<file path="src/include/fmp_defines.vh">
// constants for the floating-point multiply datapath
// assumes the host core issues one instruction per cycle on pclk
`ifndef FMP_DEFINES_VH
`define FMP_DEFINES_VH

`define FMP_OFF_STATUS   8'h00
`define FMP_OFF_CTRL     8'h04
`define FMP_OFF_INT_STAT 8'h08
`define FMP_OFF_INT_MASK 8'h0c
`define FMP_OFF_FREG     8'h20

`define FMP_ST_TEST      0
`define FMP_ST_INT_ZERO  1
`define FMP_ST_INT_NEG   2
`define FMP_ST_FLT_ZERO  3
`define FMP_ST_FLT_NEG   4
`define FMP_ST_UNDER     5
`define FMP_ST_OVER      6

`define FMP_INT_UNDER    0
`define FMP_INT_OVER     1

`define FMP_CTRL_RST     1'b1
`define FMP_MASK_RST     2'b00

`define FMP_OP_IMM_FIRST 10'b1110100001
`define FMP_OP_IMM_LAST  12'b111010000111
`define FMP_OP_RR        16'he700
`define FMP_OP_PAIR_ADD  14'b11100111010000
`define FMP_OP_PAR_LOAD  12'b111000110000

`define FMP_EXP_BIAS     10'd127
`define FMP_EXP_MAX      10'd255
`define FMP_FLT_MAXMAG   31'h7f7fffff

`endif

</file>
<file path="src/logic/fmp_core.v">
// floating-point multiply datapath with immediate, paired-add and load forms
// assumes instruction words and the memory word arrive synchronous to pclk
`include "fmp_defines.vh"

module fmp_core #(
	parameter ADDR_W = 8
) (
	input  wire              pclk,        // core clock
	input  wire              presetn,     // async reset, active low
	input  wire              psel,        // apb select
	input  wire              penable,     // apb access phase
	input  wire              pwrite,      // apb direction
	input  wire [ADDR_W-1:0] paddr,       // apb byte address
	input  wire [31:0]       pwdata,      // apb write data
	output reg  [31:0]       prdata,      // apb read data
	output reg               pready,      // apb ready
	output reg               pslverr,     // apb error on unmapped address
	input  wire              ins_valid,   // instruction issued this cycle
	input  wire [15:0]       ins_lsw,     // first instruction word
	input  wire [15:0]       ins_msw,     // second instruction word
	input  wire [31:0]       mem_rdata,   // memory word for the parallel load
	input  wire              flag_xfer,   // flag transfer executes
	input  wire [1:0]        flag_sel,    // [0] underflow, [1] overflow selected
	output reg  [6:0]        fpu_status,  // status flags
	output reg               irq          // level interrupt
);

	// ****************************************
	// decode kinds
	// ****************************************
	localparam K_NONE = 3'd0;
	localparam K_IMM  = 3'd1;
	localparam K_RR   = 3'd2;
	localparam K_PAIR = 3'd3;
	localparam K_LOAD = 3'd4;

	// ****************************************
	// arithmetic
	// ****************************************
	// truncating, denormals flushed to zero; {under, over, result}
	function [33:0] fmp_mul;
		input [31:0] a;
		input [31:0] b;
		reg        s;
		reg [47:0] p;
		reg [9:0]  e;
		reg [22:0] m;
		begin
			s = a[31] ^ b[31];
			p = {1'b1, a[22:0]} * {1'b1, b[22:0]};
			e = {2'b00, a[30:23]} + {2'b00, b[30:23]} - `FMP_EXP_BIAS;
			if (p[47]) begin
				m = p[46:24];
				e = e + 10'd1;
			end else begin
				m = p[45:23];
			end
			if (a[30:23] == 8'h00 || b[30:23] == 8'h00)
				fmp_mul = {2'b00, s, 31'h0};
			else if (e[9] || e == 10'd0)
				fmp_mul = {2'b10, s, 31'h0};
			else if (e >= `FMP_EXP_MAX)
				fmp_mul = {2'b01, s, `FMP_FLT_MAXMAG};
			else
				fmp_mul = {2'b00, s, e[7:0], m};
		end
	endfunction

	function [33:0] fmp_add;
		input [31:0] a;
		input [31:0] b;
		reg [31:0] x;
		reg [31:0] y;
		reg [7:0]  d;
		reg [24:0] mx;
		reg [24:0] my;
		reg [24:0] r;
		reg [9:0]  e;
		integer    i;
		begin
			if (a[30:0] >= b[30:0]) begin
				x = a;
				y = b;
			end else begin
				x = b;
				y = a;
			end
			d  = x[30:23] - y[30:23];
			mx = {2'b01, x[22:0]};
			my = (d > 8'd24) ? 25'h0 : ({2'b01, y[22:0]} >> d);
			e  = {2'b00, x[30:23]};
			if (x[31] == y[31])
				r = mx + my;
			else
				r = mx - my;
			if (r[24]) begin
				r = {1'b0, r[24:1]};
				e = e + 10'd1;
			end
			for (i = 0; i < 24; i = i + 1) begin
				if (!r[23] && r != 25'h0) begin
					r = {r[23:0], 1'b0};
					e = e - 10'd1;
				end
			end
			if (x[30:23] == 8'h00)
				fmp_add = {2'b00, b};
			else if (y[30:23] == 8'h00)
				fmp_add = {2'b00, x};
			else if (r == 25'h0)
				fmp_add = {2'b00, 32'h0};
			else if (e[9] || e == 10'd0)
				fmp_add = {2'b10, x[31], 31'h0};
			else if (e >= `FMP_EXP_MAX)
				fmp_add = {2'b01, x[31], `FMP_FLT_MAXMAG};
			else
				fmp_add = {2'b00, x[31], e[7:0], r[22:0]};
		end
	endfunction

	// ****************************************
	// state
	// ****************************************
	reg [31:0] fr_q [0:7];
	reg [31:0] fr_d [0:7];
	reg        ctrl_en_q;
	reg [1:0]  int_stat_q;
	reg [1:0]  int_stat_d;
	reg [1:0]  int_mask_q;
	reg [6:0]  stf_d;
	reg        pm_vld_q;
	reg [2:0]  pm_dst_q;
	reg [31:0] pm_res_q;
	reg        pa_vld_q;
	reg [2:0]  pa_dst_q;
	reg [31:0] pa_res_q;
	reg        p_uf_q;
	reg        p_ov_q;

	// ****************************************
	// decode
	// ****************************************
	reg [2:0]  kind;
	reg [2:0]  m_dst;
	reg [2:0]  m_sa;
	reg [2:0]  m_sb;
	reg [2:0]  a_dst;
	reg [2:0]  a_sa;
	reg [2:0]  a_sb;
	reg [31:0] imm_op;
	reg        use_imm;

	always @* begin
		kind    = K_NONE;
		m_dst   = ins_msw[2:0];
		m_sa    = ins_msw[5:3];
		m_sb    = ins_msw[8:6];
		a_dst   = ins_msw[11:9];
		a_sa    = ins_msw[14:12];
		a_sb    = {ins_lsw[1:0], ins_msw[15]};
		imm_op  = {ins_lsw[5:0], ins_msw[15:6], 16'h0};
		use_imm = 1'b0;
		if (ins_valid && ctrl_en_q) begin
			// immediate-last also matches the immediate-first pattern, so it goes first
			if (ins_lsw[15:4] == `FMP_OP_IMM_LAST) begin
				kind    = K_IMM;
				use_imm = 1'b1;
				imm_op  = {ins_lsw[3:0], ins_msw[15:6], 18'h0};
			end else if (ins_lsw[15:6] == `FMP_OP_IMM_FIRST) begin
				kind    = K_IMM;
				use_imm = 1'b1;
			end else if (ins_lsw == `FMP_OP_RR && ins_msw[15:9] == 7'h00) begin
				kind = K_RR;
			end else if (ins_lsw[15:2] == `FMP_OP_PAIR_ADD) begin
				kind = K_PAIR;
			end else if (ins_lsw[15:4] == `FMP_OP_PAR_LOAD) begin
				kind  = K_LOAD;
				m_dst = ins_msw[13:11];
				m_sa  = {ins_lsw[0], ins_msw[15:14]};
				m_sb  = ins_lsw[3:1];
				a_dst = ins_msw[10:8];
			end
		end
	end

	// ****************************************
	// execute stage
	// ****************************************
	// operand order is irrelevant to the multiplier, so both immediate forms share it
	wire [33:0] mul_r = fmp_mul(fr_q[m_sa], use_imm ? imm_op : fr_q[m_sb]);
	wire [33:0] add_r = fmp_add(fr_q[a_sa], fr_q[a_sb]);
	wire        m_go  = kind != K_NONE;
	wire        a_go  = kind == K_PAIR;
	wire        l_go  = kind == K_LOAD;

	// ****************************************
	// writeback and flags
	// ****************************************
	// a hold-stage flag counts only in the cycle its result lands
	wire       uf_evt = pm_vld_q && p_uf_q;
	wire       ov_evt = pm_vld_q && p_ov_q;
	integer    k;
	integer    n;

	always @* begin
		for (k = 0; k < 8; k = k + 1)
			fr_d[k] = fr_q[k];
		if (pm_vld_q)
			fr_d[pm_dst_q] = pm_res_q;
		if (pa_vld_q)
			fr_d[pa_dst_q] = pa_res_q;
		// load of the next instruction lands on the same edge, ahead of its product
		if (l_go)
			fr_d[a_dst] = mem_rdata;
		stf_d = fpu_status;
		if (flag_xfer && flag_sel[0])
			stf_d[`FMP_ST_UNDER] = 1'b0;
		if (flag_xfer && flag_sel[1])
			stf_d[`FMP_ST_OVER] = 1'b0;
		// a flag raised in the clearing cycle survives
		if (uf_evt)
			stf_d[`FMP_ST_UNDER] = 1'b1;
		if (ov_evt)
			stf_d[`FMP_ST_OVER] = 1'b1;
		if (l_go) begin
			stf_d[`FMP_ST_FLT_NEG]  = mem_rdata[31];
			stf_d[`FMP_ST_FLT_ZERO] = 1'b0;
			if (mem_rdata[30:23] == 8'h00) begin
				stf_d[`FMP_ST_FLT_ZERO] = 1'b1;
				stf_d[`FMP_ST_FLT_NEG]  = 1'b0;
			end
			stf_d[`FMP_ST_INT_NEG]  = mem_rdata[31];
			stf_d[`FMP_ST_INT_ZERO] = mem_rdata == 32'h0;
		end
	end

	// ****************************************
	// apb slave
	// ****************************************
	wire       acc    = psel && penable && !pready;
	wire       wr     = acc && pwrite;
	wire       is_fr  = paddr[ADDR_W-1:5] == `FMP_OFF_FREG >> 5;
	wire       mapped = is_fr || paddr == `FMP_OFF_STATUS || paddr == `FMP_OFF_CTRL
	                    || paddr == `FMP_OFF_INT_STAT || paddr == `FMP_OFF_INT_MASK;
	reg [31:0] rd_mux;

	always @* begin
		rd_mux = 32'h0;
		if (is_fr)
			rd_mux = fr_q[paddr[4:2]];
		else if (paddr == `FMP_OFF_STATUS)
			rd_mux = {25'h0, fpu_status};
		else if (paddr == `FMP_OFF_CTRL)
			rd_mux = {31'h0, ctrl_en_q};
		else if (paddr == `FMP_OFF_INT_STAT)
			rd_mux = {30'h0, int_stat_q};
		else if (paddr == `FMP_OFF_INT_MASK)
			rd_mux = {30'h0, int_mask_q};
	end

	always @* begin
		int_stat_d = int_stat_q;
		if (wr && paddr == `FMP_OFF_INT_STAT)
			int_stat_d = int_stat_q & ~pwdata[1:0];
		if (uf_evt)
			int_stat_d[`FMP_INT_UNDER] = 1'b1;
		if (ov_evt)
			int_stat_d[`FMP_INT_OVER] = 1'b1;
	end

	// ****************************************
	// registers
	// ****************************************
	always @(posedge pclk or negedge presetn) begin
		if (!presetn) begin
			for (n = 0; n < 8; n = n + 1)
				fr_q[n] <= 32'h0;
			fpu_status <= 7'h00;
			int_stat_q <= 2'b00;
			irq        <= 1'b0;
		end else begin
			for (n = 0; n < 8; n = n + 1)
				fr_q[n] <= fr_d[n];
			fpu_status <= stf_d;
			int_stat_q <= int_stat_d;
			// irq is registered from the next status, so it moves on the same edge as int_stat_q and stays a flop output
			irq        <= |(int_stat_d & int_mask_q);
		end
	end

	// ****************************************
	// hold stage
	// ****************************************
	// one stage of hold, so the product appears two cycles after issue
	always @(posedge pclk or negedge presetn) begin
		if (!presetn) begin
			pm_vld_q   <= 1'b0;
			pm_dst_q   <= 3'd0;
			pm_res_q   <= 32'h0;
			pa_vld_q   <= 1'b0;
			pa_dst_q   <= 3'd0;
			pa_res_q   <= 32'h0;
			p_uf_q     <= 1'b0;
			p_ov_q     <= 1'b0;
		end else begin
			pm_vld_q   <= m_go;
			pm_dst_q   <= m_dst;
			pm_res_q   <= mul_r[31:0];
			pa_vld_q   <= a_go;
			pa_dst_q   <= a_dst;
			pa_res_q   <= add_r[31:0];
			p_uf_q     <= mul_r[33] | (a_go & add_r[33]);
			p_ov_q     <= mul_r[32] | (a_go & add_r[32]);
		end
	end

	// ****************************************
	// apb registers
	// ****************************************
	// pready drops after one cycle, so a held access is taken only once
	always @(posedge pclk or negedge presetn) begin
		if (!presetn) begin
			ctrl_en_q  <= `FMP_CTRL_RST;
			int_mask_q <= `FMP_MASK_RST;
			prdata     <= 32'h0;
			pready     <= 1'b0;
			pslverr    <= 1'b0;
		end else begin
			pready     <= acc;
			pslverr    <= acc && !mapped;
			if (acc)
				prdata <= (pwrite || !mapped) ? 32'h0 : rd_mux;
			if (wr && paddr == `FMP_OFF_CTRL)
				ctrl_en_q <= pwdata[0];
			if (wr && paddr == `FMP_OFF_INT_MASK)
				int_mask_q <= pwdata[1:0];
		end
	end

endmodule

</file>
<file path="config.mk">
export PLATFORM = sky130hd
export DESIGN_NAME = fmp_core
export DESIGN_NICKNAME = d
export VERILOG_FILES = /design/src/logic/fmp_core.v
export VERILOG_INCLUDE_DIRS = /design/src /design/src/include
export SDC_FILE = /design/constraint.sdc
export NUM_CORES = 2
export LEC_CHECK = 0
export ABC_AREA = 0
export ABC_CLOCK_PERIOD_IN_PS = 28000
export BUFFER_PORTS_ARGS = -buffer_cell sky130_fd_sc_hd__buf_4
export CORE_AREA = 8 8 357 359
export CTS_CLUSTER_DIAMETER = 200
export DETAILED_ROUTE_END_ITERATION = 16
export DIE_AREA = 0 0 365 367
export PLACE_DENSITY_LB_ADDON = 0.1
export REMOVE_ABC_BUFFERS = 1
export SLEW_MARGIN = 5
export SYNTH_ARGS = -nofsm -noshare
export SYNTH_HDL_FRONTEND = slang
export SYNTH_SLANG_ARGS = --single-unit
</file>
<file path="constraint.sdc">
create_clock -name pclk -period 28 [get_ports pclk]
set_clock_uncertainty 0.15 [all_clocks]
set_input_delay 2.8 -clock pclk [delete_from_list [all_inputs] [get_ports pclk]]
set_output_delay 2.8 -clock pclk [all_outputs]
set_load 0.03 [all_outputs]
</file>
# After elaboration in Yosys (flattened, before gate mapping)
# Cells that the tools add are included.
[word_totals]
mem_bits_ro = 0
mem_count = 0
latchBits = 0
elab_cells = 356
register_bits = 376
ramBits = 0
output_inout_bits = 42
input_bits = 113
[classes]
n_lt_le_gt_ge = 15
n_reduce_logical = 113
bitwise_logic = 16
add_sub_neg = 31
n_mux = 141
shifts = 1
div_mod_pow = 0
multipliers = 1
eq_ne = 12
[ops]
columns = ["cell", "n"]
rows = [
  ["bitwise mux 256 bit", 3],
  ["two-way mux 256 bit", 3],
  ["two-way mux 25 bit", 26],
  ["two-way mux 32 bit", 20],
  ["nonzero test 25 bit", 24],
  ["binary-select mux 32 bit (select 3 bit)", 5],
  ["demux 32 bit (select 3 bit)", 3],
  ["two-way mux 10 bit", 25],
  ["subtractor 10 x 1 -> 10 bit (second input constant)", 24],
  ["two-way mux 34 bit", 6],
  ["two-way mux 3 bit", 30],
  ["two-way mux 33 bit", 2],
  ["zero test 8 bit", 6],
  ["multiplier 24 x 24 -> 48 bit", 1],
  ["logical AND 1 bit", 40],
  ["greater-or-equal comparator 4 bit (second input constant)", 8],
  ["zero test 32 bit", 1],
  ["NOT 3 -> 4 bit", 8],
  ["greater-or-equal comparator 31 bit", 1],
  ["zero test 1 bit", 26],
  ["adder 24 x 25 -> 25 bit", 1],
  ["zero test 25 bit", 1],
  [">> shifter 24 x 8 -> 25 bit", 1],
  ["subtractor 24 x 25 -> 25 bit", 1],
  ["other kinds (35)", 64],
]

# Logic depth before layout (Yosys ltp)
[depth]
word_depth = 92
depth_mapped = 121
mapped_depth_nobuf = 103

# Worst setup path before layout
# No wires, ideal clock.
[synth_path]
path_type = "input port to flip-flop"
start = "in ins_msw[15]"
end = "reg pa_res_q[27]"
t_arrival_ns = 27.655
path_buffers = 20
setup_ns = 0.151
path_stages = 111
setup_slack_ns = 0.044
required_ns = 27.699
cell_sequence = "buf_2 buf_6 buf_6 buf_4 buf_2 clkbuf_1 mux4_2 mux2i_1 ha_1 nand4_2 inv_1 a22oi_1 nand4_2 nor2_1 buf_2 buf_2 buf_1 buf_1 [75 not listed] ha_1 mux2_2 ha_1 mux2_2 ha_1 mux2_2 ha_1 and3_1 nor2_1 nand3_1 nor2_1 nand3_1 o32ai_2 xor2_2 nand4b_1 nand3_2 buf_6 o221ai_1"
[synth_via]
elab_chain_len = 90
word_cells_on_any_way = 173
cone_classes = "add/sub (28); order compare (3); eq/ne (1); shift (1); mux (62); bitwise (1); reduce/logical (77)"
[synth_rtl]
columns = ["element", "line_no", "rtl"]
rows = [
  ["from (decl)", "fmp_core.v:20", "input wire [15:0] ins_msw,"],
  ["NOT 3 -> 4 bit (not written as such) (*)", "fmp_core.v:191", "wire [33:0] add_r = fmp_add(fr_q[a_sa], fr_q[a_sb]);"],
  ["binary-select mux 32 bit (select 3 bit) (*)", "fmp_core.v:191", ""],
  ["two-way mux 32 bit (not written as such) (*) (2 in series)", "fmp_core.v:191", ""],
  ["parallel branches: the longest is 85 deep, another holds greater-or-equal comparator 31 bit", "--", ""],
  ["two-way mux 34 bit (*)", "fmp_core.v:106", "if (x[30:23] == 8'h00)"],
  ["net add_r[27]", "fmp_core.v:191", ""],
  ["to (signal assigned)", "fmp_core.v:311", "pa_res_q <= add_r[31:0];"],
  ["to (decl)", "fmp_core.v:136", "reg [31:0] pa_res_q;"],
]
# Mark *: on every way through the listed nets, which the timed path passes. The select of a mux whose other input is x is not followed.
# A chain may end at the register's enable or synchronous reset.

# Worst setup path in the final report
[layout_path]
start = "in ins_msw[14]"
end = "reg pa_res_q[6]"
# The elaborated chain is that of the path after synthesis.

==> impl_results.md <==
- Count of unresolved DRC violations after routing: 0
- Met2 Track Usage GR: 0.5941
- Post-detailed-placement half-perimeter wirelength: 200.2 mm
- Fin Hold WS: 0.3324 ns
- CTS tree: yes
- Synth cell types: 133
- Capture point of the worst path: pa_res_q[6]
- Syn_area_per_cell: 7.618 µm²
- Post-synthesis sequential element count: approximately 380
- CP max-delay cell: or4_1
- Clock sinks: 376
- Multi-input gate area in the final layout: between 0.05 and 0.06 mm²
- Share of the cycle needed by the critical path after routing: 0.9549
- Reg2Reg Setup Slack: between 3 and 4 ns
- Status: complete, but fails checks
- Max_cap viols: 1
- Met1 usage in global routing: 0.5329
- Count of mapped cells out of synthesis: 8709
- Launching element type of the critical path: input port
- Launch point of the worst reg-to-reg path: fr_q[61]
- CP dominant cell by count: ha_1
- Reg-to-reg critical path endpoint: pa_res_q[6]
- Path type of the worst setup path: in -> reg
- Fraction of layout instances using a drive strength above 1: 0.1190
- Routed wire per std cell: 27.38 µm
- Vias/cell: 6.695
- Number of cells traversed by the worst register-to-register path: between 90 and 100
- Routed vias: 69001
- Async set-reset flop share out of synthesis: 1.000
- TritonCTS buffer count: 42
- Critical Path RT: roughly 28 ns
- Grt total ovfl: 0
- Sum of routed wire length over all layers: 282.2 mm
- First-pass GRT wire length: 421.6 mm
- Pre-CTS setup slack: 0.3037 ns
- Top_reg_cell synth: dfrtp_1
- Launching element of the worst setup path: ins_msw[14]
- Crit path max fanout: 25
- H-tree lvl count: 2
- Area growth from synthesis to final layout: 8.238%
- Max stage delay on crit path: 0.61 ns
- Worst min-delay path category: reg -> reg
- Pin count of the biggest net entering global routing: 142
- Failing checks: capacitance limit, slew limit
- Antenna violations before repair: 17
- Post-Syn Area: between 0.06 and 0.07 mm²
- Die extent in x: approximately 370 µm
- Number of nets in the layout: 9506
- Relative slew slack: -0.03577
- RSZ-0062 raised after global routing: no
- Register area: 0.009410 mm²
- Number of setup violations in the final report: 0
- Minimum clock period: 26.74 ns
- Clock input transition at the sequential cells of the worst setup and hold paths: around 0.060 ns
- Total Die Area: 0.1340 mm²
- Setup TNS: 0 ns
- Share of synthesized area occupied by flip-flops and latches: 0.1418
- Hold Fails Final Rpt: 0
- Most used routing layer: met2
- Endpoint class of the critical path: register
- Placement row count: 128
- Height of the die: ~370 µm
- Actual transition at the worst max-transition pin: roughly 1.5 ns
- Weighted congestion at the end of routability-driven global placement: 1.014
- Overall track demand over capacity in global routing: 0.4087
- Crit path DAT: 27.08 ns
- Final slew viol count: 4
- Number of synthesized flops with an enable pin: 0
- Worst path setup slack after routing: 1.262 ns
- Worst-skew pair later-pin latency: about 0.64 ns
- Achievable Freq: 37.40 MHz
- Pre-antenna DRT Iters: 7
- Met3 GRT Util: 0.1379
- IO Pins: about 160
- Initial Utilization: 0.5465
- Filler cells: 11263
- Maximum clock path buffer count: 3
- Core area: 0.1214 mm²
- Port Buffer Count: ~120
- Number of antenna-violating nets in the routed design: 0
- Number of global-route vias before repair: 66793
- Violation count after the first detailed-routing iteration: 8947
- CTS Hold Bufs: 0
- Synthesis warning total: 0
- CTS Root Buffer Type: clkbuf_16
-- layout by cell type, fill, tap and decap left out, drive strengths merged, types with 375 or more instances in the layout --
cell	n
fa	483
inv	630
o21ai	653
a21oi	484
nand3	492
dfrtp	375
mux2i	446
nor2	646
buf	494
nand2	1778
-- final cells by class --
type	count	share of cell area
Sequential cell	376	0.1310
Clock inverter	14	0.002021
Multi-Input combinational cell	7101	0.7335
Tap cell	1625	0.02831
Timing Repair Buffer	495	0.05480
Clock buffer	61	0.01718
Inverter	628	0.03286
Antenna cell	7	0.0002439
-- worst min-delay path by stage --
stage | from | endpoint | slack (ns) | depth (start not counted)
floorplan | p_uf_q | fpu_status[5] | 0.33 | 1
global placement | prdata[19] | prdata[19] | 0.31 | 2
detailed placement | prdata[27] | prdata[27] | 0.32 | 2
CTS | prdata[27] | prdata[27] | 0.34 | 2
global route | prdata[3] | prdata[3] | 0.35 | 2
finish | prdata[4] | prdata[4] | 0.33 | 2
-- worst max-delay path: cells and delay by family --
kind | cells | cell delay, ns
muxes | 12 | 4.04
buffers and inverters | 10 | 2.37
AOI/OAI and AO/OA | 28 | 6.79
xor gates and xnor gates | 2 | 0.27
and+or+nand+nor | 29 | 7.33
adders and majority gates | 11 | 3.35
-- stage by stage --
| step | std cells | util | instance area (µm²) |
|---|---|---|---|
| after floorplan | 8105 | - | 63900 |
| after global placement | 10220 | 0.5779 | 70160 |
| after detailed placement | 10220 | 0.5780 | 70160 |
| after CTS | 10295 | 0.5893 | 71540 |
| after global routing | 10301 | 0.5914 | 71800 |
| final | 10307 | 0.5915 | 71810 |
-- synthesized netlist by cell type, types with 48 or more instances --
cell type     n  share of area
a31oi_1      55         0.0052
o211ai_1     48         0.0054
nor3_1      155          0.012
o21ai_1      54         0.0041
xor2_1       98          0.013
clkbuf_1    436          0.025
buf_1        95         0.0054
nor4_1       62         0.0058
o21ai_0     598          0.045
xnor2_1     166          0.022
a21o_1       66         0.0075
inv_1       626          0.035
nand2b_1     49         0.0046
a21oi_1     481          0.036
mux2i_1     441          0.067
mux2_2       61          0.010
nand3_1     491          0.037
fa_1        483           0.15
and2_1      125          0.012
nor2_1      639          0.036
a211oi_1     57         0.0064
buf_2        48         0.0036
nand4_1      74         0.0070
dfrtp_1     375           0.14
ha_1        266          0.050
mux4_2      201          0.068
nand2_1    1775           0.10
-- sequential cells by signal, indices dropped and copies added (netlist names) --
register    count
p_ov_q          1
irq             1
pa_dst_q        3
pm_vld_q        1
fr_q          256
pready          1
pm_dst_q        3
prdata         32
pa_res_q       32
pa_vld_q        1
int_mask_q      2
p_uf_q          1
pslverr         1
fpu_status      6
pm_res_q       32
ctrl_en_q       1
int_stat_q      2
-- kinds of logic after synthesis --
group / after synthesis / share of synthesized area
other: 1 / 0.00005652
DFF: 376 / 0.1418
AOI/OAI and AO/OA: 1726 / 0.1601
and+or+nand+nor: 3638 / 0.2452
adders and majority gates: 750 / 0.1961
muxes: 715 / 0.1475
buffers and inverters: 1232 / 0.07238
xor gates and xnor gates: 271 / 0.03685
-- routing by layer --
layer	share of wire	vias to the layer above	wire length (µm)
li1	-	29970	-
met5	0.00033	-	94
met3	0.14	1087	39720
met1	0.37	33173	105600
met2	0.42	4755	117700
met4	0.068	16	19110
-- repair_timing --
item | in CTS | in global routing
setup endpoints to repair | 0 | 33
buffers inserted | 0 | 5
gates resized for setup | 0 | 47
Power is not shown: default switching activity piles up to over one toggle a cycle in this logic, so the estimate is an artifact.
